--- src/verilog/csr_pkg.sv ---
// Constants and carrier types for the rail sleep and mode control bank.
// Assumes an internal byte-wide register port from the serial host interface.
// Operation
// [RL1] Rail3 sleep code held in bits 7:1
// [RL2] Rail3 enable selects sleep code when pin low
// [RL3] Each rail follows one factory-chosen sleep pin
// [RL4] Rail4 enable 00 normal, 11 sleep when low
// [RL5] Rail5 enable 00 normal, 11 sleep when low
// [RL6] Host never writes reserved enable codes 01/10
// [RL7] Host writes 11 into bits 3:2
// [RL8] Rail4 bit 1 selects auto or forced PWM
// [RL9] Rail5 bit 1 selects auto or forced PWM
// [RL10] Rail4 disable bit 0 forces rail off
// [RL11] Rail5 disable bit 0 forces rail off
// [RL12] Bits 7:6 read-only zero, rest writable
// [RL13] Rail3 normal code at 23h bits 7:1
// [RL14] Reserved enable codes act as disabled
package csr_pkg;
	localparam logic [7:0] CSR_OFF_R3_NORM = 8'h23;
	localparam logic [7:0] CSR_OFF_R3_SLP = 8'h24;
	localparam logic [7:0] CSR_OFF_R4_CTRL = 8'h25;
	localparam logic [7:0] CSR_OFF_R5_CTRL = 8'h26;
	localparam int CSR_CODE_LSB = 1;
	localparam int CSR_CODE_MSB = 7;
	localparam int CSR_EN_BIT = 0;
	localparam int CSR_SLP_LO = 4;
	localparam int CSR_SLP_HI = 5;
	localparam int CSR_MODE_BIT = 1;
	localparam int CSR_DIS_BIT = 0;
	localparam logic [7:0] CSR_CTRL_WMASK = 8'h3F;
	localparam logic [1:0] CSR_SLP_ON = 2'h3;
	localparam logic [1:0] CSR_SLP_OFF = 2'h0;
	localparam logic [7:0] CSR_RST_NORM = 8'h00;
	localparam logic [7:0] CSR_RST_SLP = 8'h00;
	localparam logic [7:0] CSR_RST_CTRL = 8'h0F;

	typedef struct packed {
		logic [6:0] voltage_code;
		logic forced_pwm;
		logic rail_on;
	} csr_rail_t;
endpackage

--- src/verilog/csr_rail_sel.sv ---
// Per-rail voltage code selection between normal and sleep codes.
// Assumes sleep pins are synchronous levels, active low.
module csr_rail_sel
	import csr_pkg::*;
(
	input wire logic [6:0] i_normal_code,
	input wire logic [6:0] i_sleep_code,
	input wire logic [1:0] i_sleep_enable,
	input wire logic i_pin_sel,
	input wire logic i_sleep_pin_a,
	input wire logic i_sleep_pin_b,
	output logic [6:0] o_code
);
	logic pin_low;
	logic use_sleep;

	always_comb begin
		pin_low = i_pin_sel ? !i_sleep_pin_b : !i_sleep_pin_a; // RL3
		// Reserved codes fall back to the normal code
		use_sleep = (i_sleep_enable == CSR_SLP_ON) && pin_low; // RL14
		o_code = use_sleep ? i_sleep_code : i_normal_code;
	end
endmodule

--- src/verilog/csr_sleep_ctrl.sv ---
// Register bank and rail outputs for rails three to five.
// Assumes a byte register port from the host interface and factory pin straps.
module csr_sleep_ctrl
	import csr_pkg::*;
#(
	parameter int NUM_PINS = 6
)
(
	input wire logic i_clk,
	input wire logic i_nrst,
	input wire logic i_wr,
	input wire logic i_rd,
	input wire logic [7:0] i_addr,
	input wire logic [7:0] i_wdata,
	input wire logic [NUM_PINS-1:0] i_control_input_pins,
	input wire logic i_sleep_pin_a_n,
	input wire logic i_sleep_pin_b_n,
	input wire logic [2:0] i_pin_sel,
	input wire logic [2:0] i_pin_enable,
	input wire logic [6:0] i_rail4_normal_voltage_code,
	input wire logic [6:0] i_rail4_sleep_voltage_code,
	input wire logic [6:0] i_rail5_normal_voltage_code,
	input wire logic [6:0] i_rail5_sleep_voltage_code,
	output logic [7:0] o_rdata,
	output logic o_rvalid,
	output csr_rail_t o_rail3,
	output csr_rail_t o_rail4,
	output csr_rail_t o_rail5
);
	if (NUM_PINS < 1) begin : g_chk
		$error("NUM_PINS must be at least 1");
	end

	logic [7:0] norm_r;
	logic [7:0] slp_r;
	logic [7:0] ctrl4_r;
	logic [7:0] ctrl5_r;
	logic [7:0] rdata_nxt;
	logic [6:0] code3;
	logic [6:0] code4;
	logic [6:0] code5;
	logic [1:0] slp3;

	function automatic logic hit(input logic [7:0] a, input logic [7:0] off);
		return a == off;
	endfunction

	// Writable registers
	always_ff @(posedge i_clk) begin
		if (!i_nrst) begin
			norm_r <= CSR_RST_NORM;
			slp_r <= CSR_RST_SLP;
			ctrl4_r <= CSR_RST_CTRL;
			ctrl5_r <= CSR_RST_CTRL;
		end else if (i_wr) begin
			if (hit(i_addr, CSR_OFF_R3_NORM))
				norm_r <= {i_wdata[CSR_CODE_MSB:CSR_CODE_LSB], 1'b0}; // RL13
			if (hit(i_addr, CSR_OFF_R3_SLP))
				slp_r <= i_wdata; // RL1
			// Bits 7:6 cannot be written; bits 3:2 kept as given
			if (hit(i_addr, CSR_OFF_R4_CTRL))
				ctrl4_r <= i_wdata & CSR_CTRL_WMASK; // RL12
			if (hit(i_addr, CSR_OFF_R5_CTRL))
				ctrl5_r <= i_wdata & CSR_CTRL_WMASK; // RL12
		end
	end

	always_comb begin
		case (i_addr)
			CSR_OFF_R3_NORM: rdata_nxt = norm_r;
			CSR_OFF_R3_SLP: rdata_nxt = slp_r;
			CSR_OFF_R4_CTRL: rdata_nxt = ctrl4_r;
			CSR_OFF_R5_CTRL: rdata_nxt = ctrl5_r;
			default: rdata_nxt = 8'h00;
		endcase
	end

	// Read answer one cycle after the strobe
	always_ff @(posedge i_clk) begin
		if (!i_nrst) begin
			o_rdata <= 8'h00;
			o_rvalid <= 1'b0;
		end else begin
			o_rvalid <= i_rd;
			o_rdata <= i_rd ? rdata_nxt : 8'h00;
		end
	end

	// Single enable bit widened to the two-bit code
	assign slp3 = slp_r[CSR_EN_BIT] ? CSR_SLP_ON : CSR_SLP_OFF; // RL2

	csr_rail_sel u_sel3 (
		.i_normal_code(norm_r[CSR_CODE_MSB:CSR_CODE_LSB]),
		.i_sleep_code(slp_r[CSR_CODE_MSB:CSR_CODE_LSB]),
		.i_sleep_enable(slp3),
		.i_pin_sel(i_pin_sel[0]),
		.i_sleep_pin_a(i_sleep_pin_a_n),
		.i_sleep_pin_b(i_sleep_pin_b_n),
		.o_code(code3)
	);
	csr_rail_sel u_sel4 (
		.i_normal_code(i_rail4_normal_voltage_code),
		.i_sleep_code(i_rail4_sleep_voltage_code),
		.i_sleep_enable(ctrl4_r[CSR_SLP_HI:CSR_SLP_LO]), // RL4
		.i_pin_sel(i_pin_sel[1]),
		.i_sleep_pin_a(i_sleep_pin_a_n),
		.i_sleep_pin_b(i_sleep_pin_b_n),
		.o_code(code4)
	);
	csr_rail_sel u_sel5 (
		.i_normal_code(i_rail5_normal_voltage_code),
		.i_sleep_code(i_rail5_sleep_voltage_code),
		.i_sleep_enable(ctrl5_r[CSR_SLP_HI:CSR_SLP_LO]), // RL5
		.i_pin_sel(i_pin_sel[2]),
		.i_sleep_pin_a(i_sleep_pin_a_n),
		.i_sleep_pin_b(i_sleep_pin_b_n),
		.o_code(code5)
	);

	// Registered rail outputs; disable bit overrides the rail4 and rail5 pin enables
	always_ff @(posedge i_clk) begin
		if (!i_nrst) begin
			o_rail3 <= '0;
			o_rail4 <= '0;
			o_rail5 <= '0;
		end else begin
			o_rail3 <= '{voltage_code: code3, forced_pwm: 1'b0, rail_on: i_pin_enable[0]};
			o_rail4 <= '{voltage_code: code4, forced_pwm: ctrl4_r[CSR_MODE_BIT], // RL8
				rail_on: i_pin_enable[1] && ctrl4_r[CSR_DIS_BIT]}; // RL10
			o_rail5 <= '{voltage_code: code5, forced_pwm: ctrl5_r[CSR_MODE_BIT], // RL9
				rail_on: i_pin_enable[2] && ctrl5_r[CSR_DIS_BIT]}; // RL11
		end
	end

	rail4_off_a: assert property (@(posedge i_clk) disable iff (!i_nrst)
		!ctrl4_r[CSR_DIS_BIT] |=> !o_rail4.rail_on) else $error("rail4 on while disabled"); // RL10
	rail5_off_a: assert property (@(posedge i_clk) disable iff (!i_nrst)
		!ctrl5_r[CSR_DIS_BIT] |=> !o_rail5.rail_on) else $error("rail5 on while disabled"); // RL11
	r4_mode_a: assert property (@(posedge i_clk) disable iff (!i_nrst)
		1'b1 |=> o_rail4.forced_pwm == $past(ctrl4_r[CSR_MODE_BIT])) else $error("rail4 mode"); // RL8
	r5_mode_a: assert property (@(posedge i_clk) disable iff (!i_nrst)
		1'b1 |=> o_rail5.forced_pwm == $past(ctrl5_r[CSR_MODE_BIT])) else $error("rail5 mode"); // RL9
	r3_sleep_a: assert property (@(posedge i_clk) disable iff (!i_nrst)
		(slp_r[CSR_EN_BIT] && !i_pin_sel[0] && !i_sleep_pin_a_n)
		|=> o_rail3.voltage_code == $past(slp_r[CSR_CODE_MSB:CSR_CODE_LSB])) else $error("rail3 sleep"); // RL2
	r3_norm_a: assert property (@(posedge i_clk) disable iff (!i_nrst)
		!slp_r[CSR_EN_BIT] |=> o_rail3.voltage_code == $past(norm_r[CSR_CODE_MSB:CSR_CODE_LSB]))
		else $error("rail3 normal"); // RL13
	r4_resv_a: assert property (@(posedge i_clk) disable iff (!i_nrst)
		(ctrl4_r[CSR_SLP_HI:CSR_SLP_LO] != CSR_SLP_ON)
		|=> o_rail4.voltage_code == $past(i_rail4_normal_voltage_code)) else $error("rail4 code"); // RL4
	r5_resv_a: assert property (@(posedge i_clk) disable iff (!i_nrst)
		(ctrl5_r[CSR_SLP_HI:CSR_SLP_LO] != CSR_SLP_ON)
		|=> o_rail5.voltage_code == $past(i_rail5_normal_voltage_code)) else $error("rail5 code"); // RL14
	ro_bits_a: assert property (@(posedge i_clk) disable iff (!i_nrst)
		(ctrl4_r[7:6] == 2'h0) && (ctrl5_r[7:6] == 2'h0)) else $error("read-only bits set"); // RL12
	r5_sleep_a: assert property (@(posedge i_clk) disable iff (!i_nrst)
		(ctrl5_r[CSR_SLP_HI:CSR_SLP_LO] == CSR_SLP_ON && i_pin_sel[2] && !i_sleep_pin_b_n)
		|=> o_rail5.voltage_code == $past(i_rail5_sleep_voltage_code)) else $error("rail5 sleep"); // RL5
	r4_sleep_a: assert property (@(posedge i_clk) disable iff (!i_nrst)
		(ctrl4_r[CSR_SLP_HI:CSR_SLP_LO] == CSR_SLP_ON && !i_pin_sel[1] && !i_sleep_pin_a_n)
		|=> o_rail4.voltage_code == $past(i_rail4_sleep_voltage_code)) else $error("rail4 sleep"); // RL4
	// Pin b strap must ignore pin a entirely
	r3_pinb_a: assert property (@(posedge i_clk) disable iff (!i_nrst)
		(slp_r[CSR_EN_BIT] && i_pin_sel[0] && i_sleep_pin_b_n)
		|=> o_rail3.voltage_code == $past(norm_r[CSR_CODE_MSB:CSR_CODE_LSB])) else $error("rail3 pin"); // RL3
	r3_read_a: assert property (@(posedge i_clk) disable iff (!i_nrst)
		(i_rd && i_addr == CSR_OFF_R3_SLP) |=> o_rvalid && o_rdata == $past(slp_r)) else $error("read"); // RL1
endmodule

--- config.mk ---
export PLATFORM = sky130hd
export DESIGN_NAME = csr_sleep_ctrl
export DESIGN_NICKNAME = d
export VERILOG_FILES = /design/src/verilog/csr_pkg.sv /design/src/verilog/csr_rail_sel.sv /design/src/verilog/csr_sleep_ctrl.sv
export SDC_FILE = /design/constraint.sdc
export NUM_CORES = 1
export LEC_CHECK = 0
export ABC_AREA = 1
export ABC_CLOCK_PERIOD_IN_PS = 2200
export BUFFER_PORTS_ARGS = -buffer_cell sky130_fd_sc_hd__buf_2
export CORE_UTILIZATION = 52
export CTS_CLUSTER_SIZE = 10
export DETAILED_ROUTE_END_ITERATION = 16
export PLACE_DENSITY = 0.84
export SYNTH_ARGS = -nofsm -noshare
export SYNTH_HDL_FRONTEND = slang
export SYNTH_SLANG_ARGS = --single-unit
--- constraint.sdc ---
create_clock -name i_clk -period 2.2 [get_ports i_clk]
set_clock_uncertainty 0.2 [all_clocks]
set_input_delay 0.22 -clock i_clk [delete_from_list [all_inputs] [get_ports i_clk]]
set_output_delay 0.22 -clock i_clk [all_outputs]
set_load 0.01 [all_outputs]
==> flow_summary.json, run 1 <==
{
  "cp.arrival_ns": 2.13,
  "crit_fanout": 8,
  "antenna_found_initial": 0,
  "power_mw": 2.366,
  "clock-root-buffer": "clkbuf_8",
  "die_y_um": 71.75,
  "maxCapViolCount": 0,
  "antennaDiodeCount": 0,
  "syn_area_um2": 2530,
  "die-area_um2": 5148,
  "io_pins": 98,
  "post_cts_buffers": 0,
  "worstSetupStartpointType": "flop",
  "hold-path-cell-count": 2,
  "min_period_ns": 2.098,
  "nNetsFinal": 545,
  "vias": 2839,
  "end_kind": "flop",
  "synth_area_leader_cell": "dfxtp_1",
  "regArea_um2": 1241,
  "hp-class": "in2reg",
  "synth_flop_cell": "dfxtp_1",
  "multi_input_area_um2": 1122,
  "drt_iter0_drc": 362,
  "routed_wirelength_um": 7393,
  "synth_commonest_cells": "nand2_1 (108), dfxtp_1 (62), nor2_1 (48), nand3_1 (46), a21oi_1 (28)",
  "die_x_um": 71.75,
  "crit_type": "reg2reg",
  "nFillCells": 339,
  "grt_max_degree": 29,
  "insertion_delay_ns": 0.34,
  "start_util_pct": 53.92,
  "port_buffers": 90,
  "detailed_place_hpwl_um": 4315,
  "cts_max_level": 3,
  "dp.cells": 487,
  "firstDrtPassIters": 5,
  "synth_area_leaders": "dfxtp_1 (49%), nand2_1 (16%), nand3_1 (9.1%)",
  "fmax_mhz": 476.8,
  "clock-sinks": 62,
  "core_area_um2": 4692,
  "track_usage_pct": 29.43,
  "rsz0062_at_grt": "false",
  "relSlewSlack_pct": 62.90,
  "wl_per_cell_um": 13.69,
  "place_area_um2": 3005,
  "viasPerCell": 5.257,
  "status": "completed",
  "synth_cell_types": 19,
  "min-delay-start": "i_nrst",
  "period_share_pct": 95.34,
  "clk_pin_slew_ns": 0.07,
  "worst_pin_slew_ns": 0.5550,
  "maxSlewViolCount": 0,
  "ys_ff_latch": 62,
  "hold_violations": 0,
  "cts_resized": 0,
  "avgSynthCellArea_um2": 7.208,
  "async_flop_share_pct": 0,
  "min_to": "ctrl4_r[0]",
  "cts_buffer_depth": 2,
  "layout-drive-gt1-share_pct": 24.49,
  "design_area_um2": 3585,
  "antenna_left": 0,
  "power_density_nw_per_um2": 660.0,
  "ys_seq_area_share_pct": 49.06,
  "synthCells": 351,
  "finalSetupViolCount": 0,
  "cts_inserted_buffers": 9,
  "regToRegEndpoint": "o_rail5[5]",
  "drc_errors": 0,
  "power_leakage_nw": 1.810,
  "synth_edf_count": 0,
  "synth_top_cell_area_share_pct": 49.06,
  "syn-num-nets": 413,
  "final_cells": 540,
  "fin_hold_ws_ns": 0.03783,
  "critPathRequiredTime_ns": 2.23,
  "vdd_drop_max_mv": 0.5202,
  "grt_overflow": 0,
  "finalSetupTns_ns": 0,
  "cts_tree": "done",
  "r2r_slack_ns": 0.10,
  "synth_most_common_cell": "nand2_1",
  "globalplace.congestion": 0.8251,
  "grt_pass1_wl_um": 11630,
  "area_growth_pct": 41.69,
  "rr_startpoint": "ctrl5_r[4]",
  "core.rowCount": 25,
  "worstRegToRegCells": 5,
  "yosys_warnings": 0,
  "grt_pass1_vias": 2556
}
## sequential cells by signal, indices dropped and copies added (netlist names)
register and flops:
o_rvalid 1, ctrl4_r 6, slp_r 8, ctrl5_r 6, norm_r 7, o_rail4 9
o_rail3 8, o_rdata 8, o_rail5 9
## worst max path at each step
stage                     from         end  slack, ns  cells past startpoint
floorplan            i_addr[7]    slp_r[6]       0.95                      6
global placement     i_addr[7]    slp_r[0]       0.55                      7
finish              ctrl5_r[4]  o_rail5[5]       0.10                      5
CTS                 ctrl5_r[4]  o_rail5[4]       0.18                      5
global route        ctrl5_r[4]  o_rail5[5]      0.005                      5
detailed placement   i_addr[7]    slp_r[5]       0.48                      7
## stage by stage
stage	worst slack (ns)	utilization [%]
floorplan	0.9479	-
global placement	0.5501	64.05
detailed placement	0.4769	64.05
CTS	0.1803	76.40
global route	0.004717	76.40
finish	0.1025	76.40
## layout by cell type (no fill, tap or decap)
cell and n:
buf_4 4, conb_1 1, a21oi_1 28, o21ai_0 7
clkbuf_1 2, dlygate4sd3_1 39, nand2_1 108, nor2_1 48
o21a_1 1, o21ai_1 1, buf_2 90, dfxtp_1 62
nor2_2 2, clkbuf_8 11, inv_1 24, nand2_2 2
nand3_1 46, nor2_4 7, a21boi_2 1, bufinv_16 1
inv_2 1
## per-layer routing
layer | part of all wire, % | wire length (um) | vias to the layer above | global-route usage, %
met3 | 6.9 | 512 | 29 | 6.751
met2 | 49 | 3624 | 131 | 47.17
met4 | 3.3 | 241 | 0 | 15.25
li1 | - | - | 1372 | -
met5 | 0 | 0 | - | 0
met1 | 41 | 3014 | 1307 | 37.10
## timing repair
item,4_1_cts,5_1_grt
hold buffers,39,0
endpoints found under the setup margin,0,0
endpoints found under the hold margin,41,0
## cell families (layout without fill, tap and decap cells)
family,after synthesis,in the layout,share of synthesized area (%)
AND/OR/NAND/NOR,213,213,36.35
flip-flops,62,62,49.06
AO/OA/AOI/OAI,38,38,7.863
buffers and inverters,37,172,6.577
other,1,1,0.1482
## power by group
part	internal, mW	total (mW)	leakage, nW	switching [mW]
combinational	0.113	0.226	1.21	0.113
clock	0.574	0.992	0.0956	0.418
sequential	1.14	1.15	0.505	0.00526
total	1.83	2.37	1.81	0.536
## critical path, cell delays in order (launching register included)
cell	delay [ns]
dfxtp_1	0.36
a21boi_2	0.37
nand2_1	0.26
nand2_1	0.13
a21oi_1	0.08
dlygate4sd3_1	0.59
## final cells by class
type,count,area share (%)
tap,54,1.885
multi-input combinational,252,31.31
inverter,25,2.618
clock buffer,13,4.433
timing repair buffer,133,24.29
sequential,62,34.62
clock inverter,1,0.8377
(Power assumes the default switching activity.)
==> run 2: changes to the inputs <==
--- a/config.mk
+++ b/config.mk
@@ -5,12 +5,12 @@
 export SDC_FILE = /design/constraint.sdc
 export NUM_CORES = 1
 export LEC_CHECK = 0
-export ABC_AREA = 1
 export ABC_CLOCK_PERIOD_IN_PS = 2200
 export BUFFER_PORTS_ARGS = -buffer_cell sky130_fd_sc_hd__buf_2
 export CORE_UTILIZATION = 52
 export CTS_CLUSTER_SIZE = 10
 export DETAILED_ROUTE_END_ITERATION = 16
+export MAX_ROUTING_LAYER = met4
 export PLACE_DENSITY = 0.84
 export SYNTH_ARGS = -nofsm -noshare
 export SYNTH_HDL_FRONTEND = slang
==> run 2 against run 1 <==
  * Worst hold slack got worse by 0.020 ns
  * Sequential power about the same
  * Setup slack improved by 0.17 ns
  * Critical endpoint is now o_rail5[6]
  * Largest cell class is now multi-input gates
  * Highest routed layer unchanged
==> flow_summary.json, run 2 <==
{
  "status": "completed",
  "postLayoutCoreUtil_pct": 76.08,
  "synth_most_common_cell": "dfxtp_1",
  "insertion_delay_ns": 0.34,
  "p_switching_mw": 0.5665,
  "critPathRequiredTime_ns": 2.28,
  "regArea_um2": 1241,
  "crit_type": "reg2reg",
  "fmax_mhz": 519.2,
  "p_comb_share_pct": 11.3,
  "die-area_um2": 5235,
  "die_y_um": 72.35,
  "detailed_place_hpwl_um": 4150,
  "track_usage_pct": 30.51,
  "synth_top_family_by_area": "simple AND/OR/NAND/NOR gates",
  "top_layer": "met4",
  "grt_pass1_vias": 2540,
  "power_leakage_nw": 1.789,
  "power_density_nw_per_um2": 627.3,
  "viasPerCell": 5.361,
  "vdd_drop_max_mv": 0.4152,
  "crit_fanout": 7,
  "final_cell_mix": "buf_2 (90), dfxtp_1 (62), dlygate4sd3_1 (39), nand2_1 (35), mux2i_1 (31)",
  "rsz0062_at_grt": "false",
  "antenna_left": 0,
  "cts_buffer_depth": 2,
  "final_common_cell": "buf_2",
  "hold_violations": 0,
  "wl_per_cell_um": 15.25,
  "synth_edf_count": 0,
  "min_period_ns": 1.926,
  "ys_ff_latch": 62,
  "fin_hold_ws_ns": 0.01766,
  "synth_flop_cell": "dfxtp_1",
  "routed_wirelength_um": 7274,
  "synth_mux_area_share_pct": 15.56,
  "grt_overflow": 0,
  "synth_compound_area_share_pct": 11.76,
  "clk_pin_slew_ns": 0.07,
  "synth_xor_area_share_pct": 0,
  "power.share.sequential_pct": 50.6,
  "swShare_pct": 24.97,
  "hp-class": "in2reg",
  "synth_area_leaders": "dfxtp_1 (48%), mux2i_1 (12%), a21oi_1 (5.3%)",
  "yosys.area_share.adder_pct": 0,
  "synth_cell_types": 29,
  "cts_resized": 0,
  "relSlewSlack_pct": 57.25,
  "yosys_warnings": 0,
  "top_regs": "o_rail4 (9), o_rail5 (9)",
  "area_growth_pct": 40.54,
  "maxSlewViolCount": 0,
  "die_x_um": 72.35,
  "finalSetupTns_ns": 0,
  "nNetsFinal": 467,
  "synth-simple-area-share_pct": 21.58,
  "ys_seq_area_share_pct": 48.23,
  "maxCapViolCount": 0,
  "syn_area_um2": 2574,
  "synth_commonest_cells": "dfxtp_1 (62), nand2_1 (35), mux2i_1 (31), a21oi_1 (27), o21ai_0 (26)",
  "post_cts_buffers": 0,
  "antenna_found_initial": 0,
  "avgSynthCellArea_um2": 9.258,
  "core.rowCount": 25,
  "worstSetupStartpointType": "flop",
  "finalSetupViolCount": 0,
  "firstDrtPassIters": 4,
  "period_share_pct": 87.56,
  "p_int_mw": 1.703,
  "grt_pass1_wl_um": 11700,
  "antennaDiodeCount": 0,
  "worst_pin_slew_ns": 0.6234,
  "cts_tree": "done",
  "clock-sinks": 62,
  "vias": 2557,
  "wl_met3_um": 358,
  "synthCells": 278,
  "io_pins": 98,
  "globalplace.congestion": 0.8061,
  "multi_input_area_um2": 1262,
  "layout-drive-gt1-share_pct": 29.76,
  "port_buffers": 90,
  "start_util_pct": 54.13,
  "syn-num-nets": 340,
  "cts_inserted_buffers": 9,
  "async_flop_share_pct": 0,
  "clock-root-buffer": "clkbuf_8",
  "drt_iter0_drc": 121,
  "nFillCells": 332,
  "drc_errors": 0,
  "cp.arrival_ns": 2.01,
  "grt_max_degree": 34,
  "core_area_um2": 4755,
  "p_clk_share_pct": 38.1,
  "wl_met1_um": 2971,
  "cts_max_level": 3,
  "synth_area_leader_cell": "dfxtp_1",
  "dr_wl_met2_um": 3744,
  "synth_top_cell_area_share_pct": 48.23,
  "end_kind": "flop"
}
[run 2: cell count changes after synthesis, moves of 7 or more]
cell / previous run / this run
nand2_1: 108 / 35
mux2i_1: 0 / 31
nor2_1: 48 / 16
nor2_4: 7 / 0
inv_1: 24 / 2
and3b_1: 0 / 11
nand3_1: 46 / 21
o21ai_0: 7 / 26
mux2_2: 0 / 8
[run 2: what timing repair did]
item	4_1_cts	5_1_grt
hold endpoints to repair	37	0
hold buffers	39	0
setup endpoints to repair	0	0
[run 2: cell type report]
cell class              count  area share [%]
clock buffers              11           3.909
clock inverters             5          0.6918
inverters                   2          0.2075
repair buffers            131           23.66
flip-flops and latches     62           34.31
well taps                  67           2.318
multi-input cells         199           34.90
[run 2: power by group through the flow]
stage | registers [mW] | logic (mW) | clock network, mW
6_report | 1.15 | 0.256 | 0.865
5_1_grt | 1.15 | 0.275 | 0.904
4_1_cts | 1.15 | 0.245 | 0.860
3_5_place_dp | 1.17 | 0.192 | 0
3_3_place_gp | 1.17 | 0.187 | 0
2_1_floorplan | 1.18 | 0.0910 | 0
[run 2: through the flow]
stage,setup slack (ns),power (mW),instances,area (um2)
3_3_place_gp,0.5847,1.359,422,3060
3_5_place_dp,0.5465,1.364,422,3060
6_report,0.2738,2.269,477,3617
5_1_grt,0.1905,2.328,477,3617
4_1_cts,0.3758,2.252,477,3617
2_1_floorplan,0.9134,1.275,278,2574
[run 2: final timing paths]
check / endpoint / cells past startpoint / start / slack [ns]
setup / recovery: o_rail5[6] / 4 / ctrl5_r[5] / 0.27
setup reg to reg: o_rail5[6] / 4 / ctrl5_r[5] / 0.27
hold / removal: slp_r[0] / 3 / i_nrst / 0.02
hold reg to reg: o_rdata[0] / 2 / ctrl4_r[0] / 0.28
[run 2: per-layer routing]
metal	up-vias	GRT usage [%]
li1	1228	-
met4	0	16.78
met2	108	52.34
met5	-	-
met1	1195	33.19
met3	26	5.833
[run 2: cell families after synthesis]
family / count (synthesis)
muxes: 39
AOI/OAI and AO/OA: 57
buffers and inverters: 17
other: 1
DFF: 62
and+or+nand+nor: 102
[run 2: worst max-delay path, stage by stage, from the launching register on]
cell           delay (ns)
dfxtp_1              0.39
and2_0               0.38
nand3_1              0.15
a21oi_1              0.18
dlygate4sd3_1        0.56
==> run 3: changes to the inputs <==
--- a/config.mk
+++ b/config.mk
@@ -5,13 +5,14 @@
 export SDC_FILE = /design/constraint.sdc
 export NUM_CORES = 1
 export LEC_CHECK = 0
-export ABC_CLOCK_PERIOD_IN_PS = 2200
+export ABC_CLOCK_PERIOD_IN_PS = 1700
 export BUFFER_PORTS_ARGS = -buffer_cell sky130_fd_sc_hd__buf_2
-export CORE_UTILIZATION = 52
+export CORE_UTILIZATION = 44
 export CTS_CLUSTER_SIZE = 10
 export DETAILED_ROUTE_END_ITERATION = 16
 export MAX_ROUTING_LAYER = met4
-export PLACE_DENSITY = 0.84
+export PLACE_DENSITY = 0.76
+export REMOVE_ABC_BUFFERS = 1
 export SYNTH_ARGS = -nofsm -noshare
 export SYNTH_HDL_FRONTEND = slang
 export SYNTH_SLANG_ARGS = --single-unit
==> constraint.sdc (replaced) <==
create_clock -name i_clk -period 1.7 [get_ports i_clk]
set_clock_uncertainty 0.2 [all_clocks]
set_input_delay 0.17 -clock i_clk [delete_from_list [all_inputs] [get_ports i_clk]]
set_output_delay 0.17 -clock i_clk [all_outputs]
set_load 0.01 [all_outputs]
==> run 3 against run 2 <==
  * Sequential share of layout area shrank 1.4 points
  * Clock power grew 53%
  * Largest cell class unchanged
  * Via count shrank 0.35%
  * Highest routed layer unchanged
  * Flip-flop and latch count is the same
  * First-iteration DRC count shrank 0.83%
==> flow_summary.json, run 3 (synthesis results as in run 2) <==
{
  "globalplace.congestion": 0.8128,
  "clock-root-buffer": "clkbuf_8",
  "wl_per_cell_um": 14.75,
  "setup_ws_ns": 0.1968,
  "antenna_left": 0,
  "grt_pass1_wl_um": 11560,
  "maxCapViolCount": 0,
  "maxSlewViolCount": 0,
  "cts_tree": "done",
  "die_x_um": 78.48,
  "vias": 2548,
  "grt_overflow": 0,
  "clock-sinks": 62,
  "detailed_place_hpwl_um": 4560,
  "firstDrtPassIters": 4,
  "grt_pass1_vias": 2557,
  "power_density_nw_per_um2": 836.8,
  "worstSetupStartpointType": "input port",
  "max_stage_delay_ns": 0.58,
  "rsz0062_at_grt": "false",
  "die_y_um": 78.48,
  "viasPerCell": 5.147,
  "min-delay-start": "i_nrst",
  "vdd_drop_max_mv": 0.4639,
  "core.rowCount": 27,
  "hold_violations": 0,
  "port_buffers": 90,
  "top_regs": "o_rail4 (9), o_rail5 (9)",
  "cp.arrival_ns": 1.52,
  "status": "completed",
  "nNetsFinal": 480,
  "start_util_pct": 46.17,
  "final_cell_mix": "buf_2 (90), dfxtp_1 (62), dlygate4sd3_1 (42), nand2_1 (35), mux2i_1 (31)",
  "multi_input_area_um2": 1262,
  "cp-startpoint": "i_wdata[7]",
  "min_period_ns": 1.503,
  "hp-class": "in2reg",
  "period_share_pct": 88.42,
  "regArea_um2": 1241,
  "insertion_delay_ns": 0.34,
  "cpMostUsedCell": "dlygate4sd3_1",
  "drt_iter0_drc": 120,
  "ctsHoldBuffers": 42,
  "final_common_cell": "buf_2",
  "routed_wirelength_um": 7301,
  "die-area_um2": 6159,
  "nFillCells": 437,
  "worstPathCellList": "dlygate4sd3_1 -> buf_2 -> nand2_1 -> dlygate4sd3_1 -> mux2i_1",
  "track_usage_pct": 25.40,
  "area_growth_pct": 46.52,
  "fmax_mhz": 665.2,
  "rr_startpoint": "ctrl5_r[5]",
  "worstRegToRegCells": 3,
  "end_kind": "flop",
  "r2r_slack_ns": 0.38,
  "clk_pin_slew_ns": 0.07,
  "cts_inserted_buffers": 9,
  "finalSetupTns_ns": 0,
  "antenna_found_initial": 0,
  "worst_pin_slew_ns": 0.6875,
  "grt_max_degree": 26,
  "antennaDiodeCount": 0,
  "postLayoutCoreUtil_pct": 67.65,
  "cts_max_level": 3,
  "cts_buffer_depth": 2,
  "pre_cts_ws_ns": 0.1545,
  "core_area_um2": 5574,
  "drc_errors": 0,
  "power_mw": 3.156,
  "crit_fanout": 2,
  "cts_resized": 0,
  "finalSetupViolCount": 0,
  "relSlewSlack_pct": 54.12,
  "power_leakage_nw": 1.835,
  "slowest_stage": "dlygate4sd3_1",
  "hold-path-cell-count": 2,
  "critPathRequiredTime_ns": 1.72,
  "post_cts_buffers": 0,
  "layout-drive-gt1-share_pct": 31.44,
  "io_pins": 98,
  "crit_type": "in2reg"
}
[run 3: cell types whose count changed in the layout (fill, tap and decap cells not counted), moves of 2 or more]
cell           delta
clkinvlp_4        +2
clkinv_4          +3
dlygate4sd3_1     +3
clkinv_2          -5
buf_4            +10
[run 3: final timing paths]
path,end
setup / recovery,slp_r[7]
hold / removal,o_rvalid
setup reg to reg,o_rail5[7]
hold reg to reg,o_rdata[0]
[run 3: final cells by class]
class                   count  share of cell area (%)
clock buffers              10                   3.650
clock inverters             6                   1.891
inverters                   2                  0.1991
multi-input cells         199                   33.48
flip-flops and latches     62                   32.91
well taps                  72                   2.389
repair buffers            144                   25.48
[run 3: worst max-delay path: cells and delay by family]
| kind | cells | cell delay [ns] |
|---|---|---|
| buffers and inverters | 3 | 1.23 |
| and+or+nand+nor | 1 | 0.05 |
| muxes | 1 | 0.07 |
[run 3: report_power, final]
group / internal, mW / switching (mW)
sequential: 1.48 / 0.00698
combinational: 0.184 / 0.168
clock: 0.723 / 0.596
[run 3: routing by layer]
layer / wire length (um) / track usage, % / part of all wire, %
met3: 389 / 4.884 / 5.3
met2: 3555 / 41.23 / 49
met5: 0 / - / 0
met4: 189 / 15.93 / 2.6
met1: 3166 / 28.79 / 43
[run 3: metrics by stage]
stage / cell area, um2 / hold WS, ns / instances
final: 3771 / 0.02956 / 495
after detailed placement: 3142 / 0.1846 / 437
after global placement: 3142 / 0.1753 / 437
after CTS: 3771 / 0.01670 / 495
after global routing: 3771 / 0.04189 / 495
after floorplan: 2511 / 0.09171 / 263
